$ cat config.mk
export PLATFORM = sky130hd
export DESIGN_NAME = mfid_top
export DESIGN_NICKNAME = d
export VERILOG_FILES = /design/src/hw/mfid_pkg.sv /design/src/hw/mfid_top.sv
export VERILOG_INCLUDE_DIRS = /design/src /design/src/hw
export SDC_FILE = /design/constraint.sdc
export NUM_CORES = 1
export LEC_CHECK = 0
export ABC_AREA = 1
export BUFFER_PORTS_ARGS = -buffer_cell sky130_fd_sc_hd__buf_2
export CAP_MARGIN = 30
export CORE_ASPECT_RATIO = 1.25
export CORE_MARGIN = 4
export CORE_UTILIZATION = 41
export DETAILED_ROUTE_END_ITERATION = 10
export PLACE_DENSITY_LB_ADDON = 0.08
export SLEW_MARGIN = 20
export SYNTH_ARGS = -nofsm -noshare
export SYNTH_HDL_FRONTEND = slang
export SYNTH_SLANG_ARGS = --single-unit
$ cat constraint.sdc
create_clock -name CLK -period 4.2 [get_ports CLK]
set_input_delay 1.05 -clock CLK [delete_from_list [all_inputs] [get_ports CLK]]
set_output_delay 1.05 -clock CLK [all_outputs]
set_load 0.01 [all_outputs]
$ cat src/hw/mfid_defs.svh
// Constants for the multi-function input decoder
`ifndef MFID_DEFS_SVH
`define MFID_DEFS_SVH

// ---------------------------------------------------------------------
// Sizes
// ---------------------------------------------------------------------
`define MFID_NUM_IN 8
`define MFID_CODE_W 8
`define MFID_VAL_W 16

// ---------------------------------------------------------------------
// Function codes and fields
// ---------------------------------------------------------------------
`define MFID_EXT_GROUP 4'h2
`define MFID_POL_BIT 0
`define MFID_RUNONLY_BIT 1
`define MFID_ACT_LSB 2
`define MFID_CODE_DC_INJ 8'h60
`define MFID_CODE_SRCH_MAX 8'h61
`define MFID_CODE_SRCH_REF 8'h62
`define MFID_CODE_TRQ_SEL 8'h71
`define MFID_CODE_ZERO_SERVO 8'h72
`define MFID_CODE_GAIN_TWO 8'h77

// ---------------------------------------------------------------------
// Thresholds and timing
// ---------------------------------------------------------------------
`define MFID_SRCH_CUR_LVL 16'h0400
`define MFID_CLK_MHZ 20
`define MFID_MIN_BB_US 500
`define MFID_MIN_BB_CYC (`MFID_MIN_BB_US * `MFID_CLK_MHZ)

`endif

$ cat src/hw/mfid_pkg.sv
// Types shared by the multi-function input decoder
package mfid_pkg;

    // -----------------------------------------------------------------
    // Stop actions of an external fault
    // -----------------------------------------------------------------
    typedef enum logic [1:0] {
        MFID_ACT_DECEL,
        MFID_ACT_COAST,
        MFID_ACT_FAST,
        MFID_ACT_ALARM
    } mfid_act_e;

    typedef enum logic [1:0] {
        MFID_STOP_NONE,
        MFID_STOP_DECEL,
        MFID_STOP_COAST,
        MFID_STOP_FAST
    } mfid_stop_e;

    // -----------------------------------------------------------------
    // Speed search sequence
    // -----------------------------------------------------------------
    typedef enum logic [1:0] {
        MFID_SS_IDLE,
        MFID_SS_BASEBLOCK,
        MFID_SS_LOWER,
        MFID_SS_ACCEL
    } mfid_ss_e;

    // Decoded external-fault assignment
    typedef struct packed {
        logic is_ext;
        logic norm_closed;
        logic run_only;
        mfid_act_e action;
    } mfid_ext_s;

    // Drive sequencer status entering the block
    typedef struct packed {
        logic running;
        logic run_cmd;
        logic jog_cmd;
        logic flux_vector;
        logic ref_reached;
    } mfid_drv_s;

    // Control requests leaving the block
    typedef struct packed {
        logic dc_brake;
        logic init_excite;
        logic torque_mode;
        logic zero_servo;
        logic gain_two;
    } mfid_ctl_s;

    // Speed search requests leaving the block
    typedef struct packed {
        logic baseblock;
        logic from_max;
        logic lower_freq;
        logic accel_ref;
    } mfid_srch_s;

endpackage : mfid_pkg

$ cat src/hw/mfid_top.sv
// Multi-function input decoder: faults, braking, search and mode selects
`include "mfid_defs.svh"

module mfid_top #(
    parameter int unsigned MIN_BB_CYCLES = `MFID_MIN_BB_CYC
) (
    input wire logic CLK,
    input wire logic RST,
    input wire logic [`MFID_NUM_IN-1:0] MF_IN,
    input wire logic [`MFID_NUM_IN*`MFID_CODE_W-1:0] MF_FUNC,
    input wire mfid_pkg::mfid_drv_s DRV_STAT,
    input wire logic [`MFID_VAL_W-1:0] SPEED_REF,
    input wire logic [`MFID_VAL_W-1:0] ZERO_SPEED_LEVEL,
    input wire logic [`MFID_VAL_W-1:0] OUT_CURRENT,
    input wire logic FAULT_CLEAR,
    output logic FAULT,
    output logic ALARM,
    output mfid_pkg::mfid_stop_e STOP_MODE,
    output logic OUTPUT_CUTOFF,
    output mfid_pkg::mfid_ctl_s CTL,
    output mfid_pkg::mfid_srch_s SRCH
);
    import mfid_pkg::*;

    // -----------------------------------------------------------------
    // State
    // -----------------------------------------------------------------
    typedef struct packed {
        logic [`MFID_NUM_IN-1:0] sync1;
        logic [`MFID_NUM_IN-1:0] sync2;
        logic [`MFID_NUM_IN-1:0] sync3;
        logic [`MFID_NUM_IN-1:0] level;
        logic run_prev;
        logic fault;
        logic alarm;
        mfid_stop_e stop_mode;
        logic cutoff;
        mfid_ctl_s ctl;
        mfid_ss_e ss_state;
        logic [31:0] bb_cnt;
        mfid_srch_s srch;
    } mfid_state_s;

    mfid_state_s st_r;
    mfid_state_s st_nxt;

    // -----------------------------------------------------------------
    // Decoding helpers
    // -----------------------------------------------------------------
    function automatic logic [`MFID_CODE_W-1:0] code_of(
        input logic [`MFID_NUM_IN*`MFID_CODE_W-1:0] all,
        input int unsigned idx
    );
        code_of = all[idx*`MFID_CODE_W +: `MFID_CODE_W];
    endfunction : code_of

    function automatic mfid_ext_s ext_decode(
        input logic [`MFID_CODE_W-1:0] code
    );
        mfid_ext_s d;
        d.is_ext = (code[7:4] == `MFID_EXT_GROUP);
        d.norm_closed = code[`MFID_POL_BIT];
        d.run_only = code[`MFID_RUNONLY_BIT];
        d.action = mfid_act_e'(code[`MFID_ACT_LSB +: 2]);
        ext_decode = d;
    endfunction : ext_decode

    // True when any input assigned the given code is on
    function automatic logic func_on(
        input logic [`MFID_NUM_IN*`MFID_CODE_W-1:0] all,
        input logic [`MFID_NUM_IN-1:0] lvl,
        input logic [`MFID_CODE_W-1:0] code
    );
        logic hit;
        hit = 1'b0;
        for (int unsigned i = 0; i < `MFID_NUM_IN; i++) begin
            if (code_of(all, i) == code && lvl[i]) begin
                hit = 1'b1;
            end
        end
        func_on = hit;
    endfunction : func_on

    // -----------------------------------------------------------------
    // Next-state logic
    // -----------------------------------------------------------------
    always_comb begin
        mfid_ext_s ed;
        logic det_decel;
        logic det_coast;
        logic det_fast;
        logic det_alarm;
        logic detect;
        logic stopped;
        logic dc_on;
        logic srch_on;
        logic run_rise;

        ed = '0;
        det_decel = 1'b0;
        det_coast = 1'b0;
        det_fast = 1'b0;
        det_alarm = 1'b0;
        detect = 1'b0;
        stopped = 1'b0;
        dc_on = 1'b0;
        srch_on = 1'b0;
        run_rise = 1'b0;
        st_nxt = st_r;

        // Pins are asynchronous; a change is taken only once the second
        // and third stages agree, which also rejects single-cycle glitches
        st_nxt.sync1 = MF_IN;
        st_nxt.sync2 = st_r.sync1;
        st_nxt.sync3 = st_r.sync2;
        for (int unsigned i = 0; i < `MFID_NUM_IN; i++) begin
            if (st_r.sync2[i] == st_r.sync3[i]) begin
                st_nxt.level[i] = st_r.sync3[i];
            end
        end

        // External faults from the settled levels
        for (int unsigned i = 0; i < `MFID_NUM_IN; i++) begin
            ed = ext_decode(code_of(MF_FUNC, i));
            detect = ed.is_ext
                     && (st_r.level[i] ^ ed.norm_closed)
                     && (!ed.run_only || DRV_STAT.running);
            if (detect) begin
                unique case (ed.action)
                    MFID_ACT_DECEL: det_decel = 1'b1;
                    MFID_ACT_COAST: det_coast = 1'b1;
                    MFID_ACT_FAST: det_fast = 1'b1;
                    MFID_ACT_ALARM: det_alarm = 1'b1;
                endcase
            end
        end

        // Alarm follows the condition; the drive is left running
        st_nxt.alarm = det_alarm;

        // Fault is held until cleared; a new detection wins over a clear
        if (FAULT_CLEAR) begin
            st_nxt.fault = 1'b0;
            st_nxt.stop_mode = MFID_STOP_NONE;
            st_nxt.cutoff = 1'b0;
        end
        // Only one input may carry a fault code, so the severity order
        // below only matters for a misconfigured drive
        if (det_coast) begin
            st_nxt.fault = 1'b1;
            st_nxt.stop_mode = MFID_STOP_COAST;
            st_nxt.cutoff = 1'b1;
        end else if (det_fast) begin
            st_nxt.fault = 1'b1;
            if (st_nxt.stop_mode != MFID_STOP_COAST) begin
                st_nxt.stop_mode = MFID_STOP_FAST;
            end
        end else if (det_decel) begin
            st_nxt.fault = 1'b1;
            if (st_nxt.stop_mode == MFID_STOP_NONE) begin
                st_nxt.stop_mode = MFID_STOP_DECEL;
            end
        end

        // DC injection only while fully stopped; run or jog cancels it
        stopped = !DRV_STAT.running && !DRV_STAT.run_cmd
                  && !DRV_STAT.jog_cmd;
        dc_on = func_on(MF_FUNC, st_r.level, `MFID_CODE_DC_INJ) && stopped;
        st_nxt.ctl.dc_brake = dc_on && !DRV_STAT.flux_vector;
        st_nxt.ctl.init_excite = dc_on && DRV_STAT.flux_vector;

        // Control mode selects
        st_nxt.ctl.torque_mode =
            func_on(MF_FUNC, st_r.level, `MFID_CODE_TRQ_SEL);
        st_nxt.ctl.zero_servo =
            func_on(MF_FUNC, st_r.level, `MFID_CODE_ZERO_SERVO)
            && (SPEED_REF < ZERO_SPEED_LEVEL);
        // Only the proportional term moves; integral time is untouched
        st_nxt.ctl.gain_two =
            func_on(MF_FUNC, st_r.level, `MFID_CODE_GAIN_TWO);

        // Speed search sequence
        srch_on = func_on(MF_FUNC, st_r.level, `MFID_CODE_SRCH_MAX)
                  || func_on(MF_FUNC, st_r.level, `MFID_CODE_SRCH_REF);
        run_rise = DRV_STAT.run_cmd && !st_r.run_prev;
        st_nxt.run_prev = DRV_STAT.run_cmd;

        unique case (st_r.ss_state)
            MFID_SS_IDLE: begin
                if (srch_on && run_rise) begin
                    // Starting point chosen at the run edge
                    st_nxt.srch.from_max = func_on(MF_FUNC, st_r.level,
                        `MFID_CODE_SRCH_MAX);
                    st_nxt.srch.baseblock = 1'b1;
                    st_nxt.bb_cnt = '0;
                    st_nxt.ss_state = MFID_SS_BASEBLOCK;
                end
            end
            MFID_SS_BASEBLOCK: begin
                // Lets residual motor flux decay before voltage returns
                st_nxt.bb_cnt = st_r.bb_cnt + 32'h0000_0001;
                if (st_r.bb_cnt >= MIN_BB_CYCLES - 1) begin
                    st_nxt.srch.baseblock = 1'b0;
                    st_nxt.srch.lower_freq = 1'b1;
                    st_nxt.ss_state = MFID_SS_LOWER;
                end
            end
            MFID_SS_LOWER: begin
                if (OUT_CURRENT < `MFID_SRCH_CUR_LVL) begin
                    st_nxt.srch.lower_freq = 1'b0;
                    st_nxt.srch.accel_ref = 1'b1;
                    st_nxt.ss_state = MFID_SS_ACCEL;
                end
            end
            MFID_SS_ACCEL: begin
                if (DRV_STAT.ref_reached) begin
                    st_nxt.srch.accel_ref = 1'b0;
                    st_nxt.ss_state = MFID_SS_IDLE;
                end
            end
        endcase

        // Dropping the run command abandons a search in progress
        if (!DRV_STAT.run_cmd && st_r.ss_state != MFID_SS_IDLE) begin
            st_nxt.srch = '0;
            st_nxt.ss_state = MFID_SS_IDLE;
        end
        // A coast fault cuts the output, so no search may drive it
        if (st_nxt.cutoff) begin
            st_nxt.srch = '0;
            st_nxt.ss_state = MFID_SS_IDLE;
        end
    end

    // -----------------------------------------------------------------
    // State register
    // -----------------------------------------------------------------
    always_ff @(posedge CLK or posedge RST) begin
        if (RST) begin
            st_r <= '0;
        end else begin
            st_r <= st_nxt;
        end
    end

    // -----------------------------------------------------------------
    // Outputs, all straight from the state register
    // -----------------------------------------------------------------
    assign FAULT = st_r.fault;
    assign ALARM = st_r.alarm;
    assign STOP_MODE = st_r.stop_mode;
    assign OUTPUT_CUTOFF = st_r.cutoff;
    assign CTL = st_r.ctl;
    assign SRCH = st_r.srch;

endmodule : mfid_top

==> flow_summary_export.csv <==
group,metric,value,unit
logic_synthesis,yosys-top-cells-area,"dfrtp_1 (34%), nand2_1 (18%), nor2_1 (8.3%)",
cells_and_area,drive_gt1_frac,0.161,
logic_synthesis,yosysWarningCount,0,
logic_synthesis,ys_seq_area_frac,0.344,
grt,antenna_found_initial,1,
hold_path,holdCritPathClass,"flip-flop to flip-flop",
worst_setup_path,cp_slowest_cell,"buf_4",
logic_synthesis,ys.flop_type,"dfrtp_1",
clocking,clock-root-buffer,"clkbuf_16",
routing,drt-total-wl,16900,um
timing,finClkSkew,0.00814,ns
floorplan,fp.coreArea,13900,um^2
pwr,cellLeakagePower,3.71,nW
logic_synthesis,synth.avg_cell_area,6.57,um^2
timing,max_freq,394,MHz
clocking,clk_pin_slew,0.06,ns
logic_synthesis,synthArstFlopShare,1.00,
cells_and_area,antennaDiodeCount,0,
logic_synthesis,synth.cell_area,5900,um^2
timing,rsz0062_at_grt,"no",
timing,setup_violations,0,
routing,ant_nets,0,
grt,track_usage,0.208,
clocking,cts_tree,"built",
timing,drv_slew,0,
cells_and_area,layout_common_cells,"nand2_1 (280), buf_2 (131), nor2_1 (130)",
cells_and_area,fill_cells,1467,
pwr,peakVddDrop,0.000365,V
clocking,clock-sinks,81,
clocking,clockBufferDepth,2,
logic_synthesis,synth_edf_count,0,
worst_setup_path,critical_path_arrival,2.76,ns
placed_design,place_congestion,0.931,
clocking,worstSkewPairLatency,0.35,ns
logic_synthesis,ys_ff_latch,81,
logic_synthesis,synth.largest_area_cell,"dfrtp_1",
floorplan,die_area,16400,um^2
floorplan,ios,142,
worst_setup_path,worst_path_most_repeated_cell,"nand2_1",
timing,finalHoldViolCount,0,
clocking,cts_setup_buffers,0,
cells_and_area,final_util,0.499,
pwr,power.density,348,nW/um^2
floorplan,rows,48,
grt,grt_pass1_wl,26600,um
routing,wl_per_cell,14.1,um
timing,slew_headroom,0.456,
routing,remaining_drc_errors,0,
logic_synthesis,syn_nets,1046,
clocking,numCtsBuffers,9,
routing,vias,5881,
worst_setup_path,startpoint_type,"input port",
grt,grt_max_degree,48,
floorplan,die_x,115,um
grt,grt_pass1_vias,5540,
cells_and_area,layout_commonest_cell,"nand2_1",
worst_setup_path,end_kind,"flip-flop",
floorplan,initial_core_util,0.423,
worst_setup_path,path_class,"input port to flip-flop",
routing,drt-pass1-iter-count,5,
placed_design,dpl.hpwl,13800,um
clocking,cts_max_level,3,
placed_design,io_buffers,131,
cells_and_area,fin_nets,1171,
cells_and_area,area_delta_synth_final,18.0,%
flow_run,drv_cap,0,
timing,finalCritPeriodShare,0.604,
timing,max_slew.worst_pin.slew,0.809,ns
floorplan,die_h,142,um
worst_setup_path,critPathMaxFanout,35,
grt,grt-ovfl-total,0,
worst_setup_path,path_cells,"buf_2 > inv_1 > nand2_1 > nor3_1 > nand2_1 > nand2_1 > nor2_1 > nand2_1 > o21ai_2 > nand2_2 > nand2_2 > buf_4 > o21ai_0",
timing,fin_setup_tns,0,ns
worst_setup_path,cp_slowest_stage_delay,0.37,ns
clocking,cts_resized,0,
logic_synthesis,ys_types,39,
run_status,status,"completed",
routing,drt_iter0_markers,291,
logic_synthesis,synth.top_cell.area_share,0.344,
clocking,ctsHoldBuffers,0,
timing,final.min_clock_period,2.54,ns
routing,vias_per_cell,4.89,
worst_setup_path,required,4.42,ns
logic_synthesis,synth_cells,897,
-- metrics by stage --
step	cell area (um^2)	hold slack, ns	instances	setup WS, ns	total power, mW
after floorplan	5900	0.331	897	1.07	1.43
after global placement	6650	0.332	1186	1.30	1.61
after detailed placement	6650	0.339	1186	1.26	1.62
after CTS	6960	0.352	1202	1.65	2.45
after global routing	6960	0.356	1202	1.44	2.58
final	6960	0.350	1202	1.66	2.42
-- metal layers --
layer / wire length [um] / vias up / track usage / part of all wire
li1: - / 3087 / - / -
met1: 7010 / 2614 / 0.247 / 0.41
met2: 8520 / 153 / 0.367 / 0.50
met3: 966 / 25 / 0.0447 / 0.057
met4: 414 / 2 / 0.0717 / 0.024
met5: 13 / - / 0 / 0.00077
-- synthesized netlist by cell type, types with 7 or more instances --
library cell  count
nand2_1         280
nor2_1          130
inv_1           124
dfrtp_1          81
nand3_1          69
nor3_1           46
ha_1             21
xor2_1           21
o21ai_0          20
nand4_1          19
a21oi_1          14
buf_4            12
maj3_1            8
nor4_1            7
-- where the power goes --
part | internal [mW] | switching, mW
sequential | 0.835 | 0.0473
combinational | 0.217 | 0.494
clock | 0.472 | 0.356
total | 1.52 | 0.897
-- cell families (layout without fill, tap and decap cells) --
kind of cell,after synthesis,in the layout,synth area share
XOR/XNOR,26,26,0.0386
adder cells (fa/ha/maj),29,29,0.0581
flip-flops,81,81,0.344
AO/OA/AOI/OAI,47,47,0.0471
AND/OR/NAND/NOR,566,566,0.406
buffers and inverters,148,278,0.107
-- final timing paths --
path	from	to	slack, ns	cells past startpoint
worst max-delay path	MF_FUNC[58]	st_r[20]$_DFFE_PP0P_	1.66	13
worst min-delay path	st_nxt[65]$_DFF_PP0_	st_nxt[57]$_DFF_PP0_	0.35	0
worst max register to register	st_r[49]$_DFFE_PP0N_	st_r[20]$_DFFE_PP0P_	2.07	11
worst min register to register	st_nxt[65]$_DFF_PP0_	st_nxt[57]$_DFF_PP0_	0.35	0
max in group asynchronous	RST	st_r[7]$_DFFE_PP0P_	2.65	3
min in group asynchronous	RST	st_r[30]$_DFFE_PP0P_	0.81	2
-- sequential cells by signal, summed over array words and instances (netlist names) --
signal and cells:
st_r 51, st_nxt 16, SRCH 4, CTL 5, ALARM 1, FAULT 1, OUTPUT_CUTOFF 1, STOP_MODE 2
-- critical path: cells and delay by family --
family / cells / cell delay, ns
AO/OA/AOI/OAI: 2 / 0.32
buffers and inverters: 3 / 0.52
AND/OR/NAND/NOR: 8 / 0.86
-- cell type report --
cell class	count	area, um^2	share of cell area
clock inverter	7	82.6	0.0119
inverter	127	478	0.0687
multi-input combinational	668	3240	0.466
sequential	81	2030	0.291
timing repair buffer	135	686	0.0985
tap	175	219	0.0315
clock buffer	9	225	0.0324
Note: power is estimated with default switching activity, not from simulation.
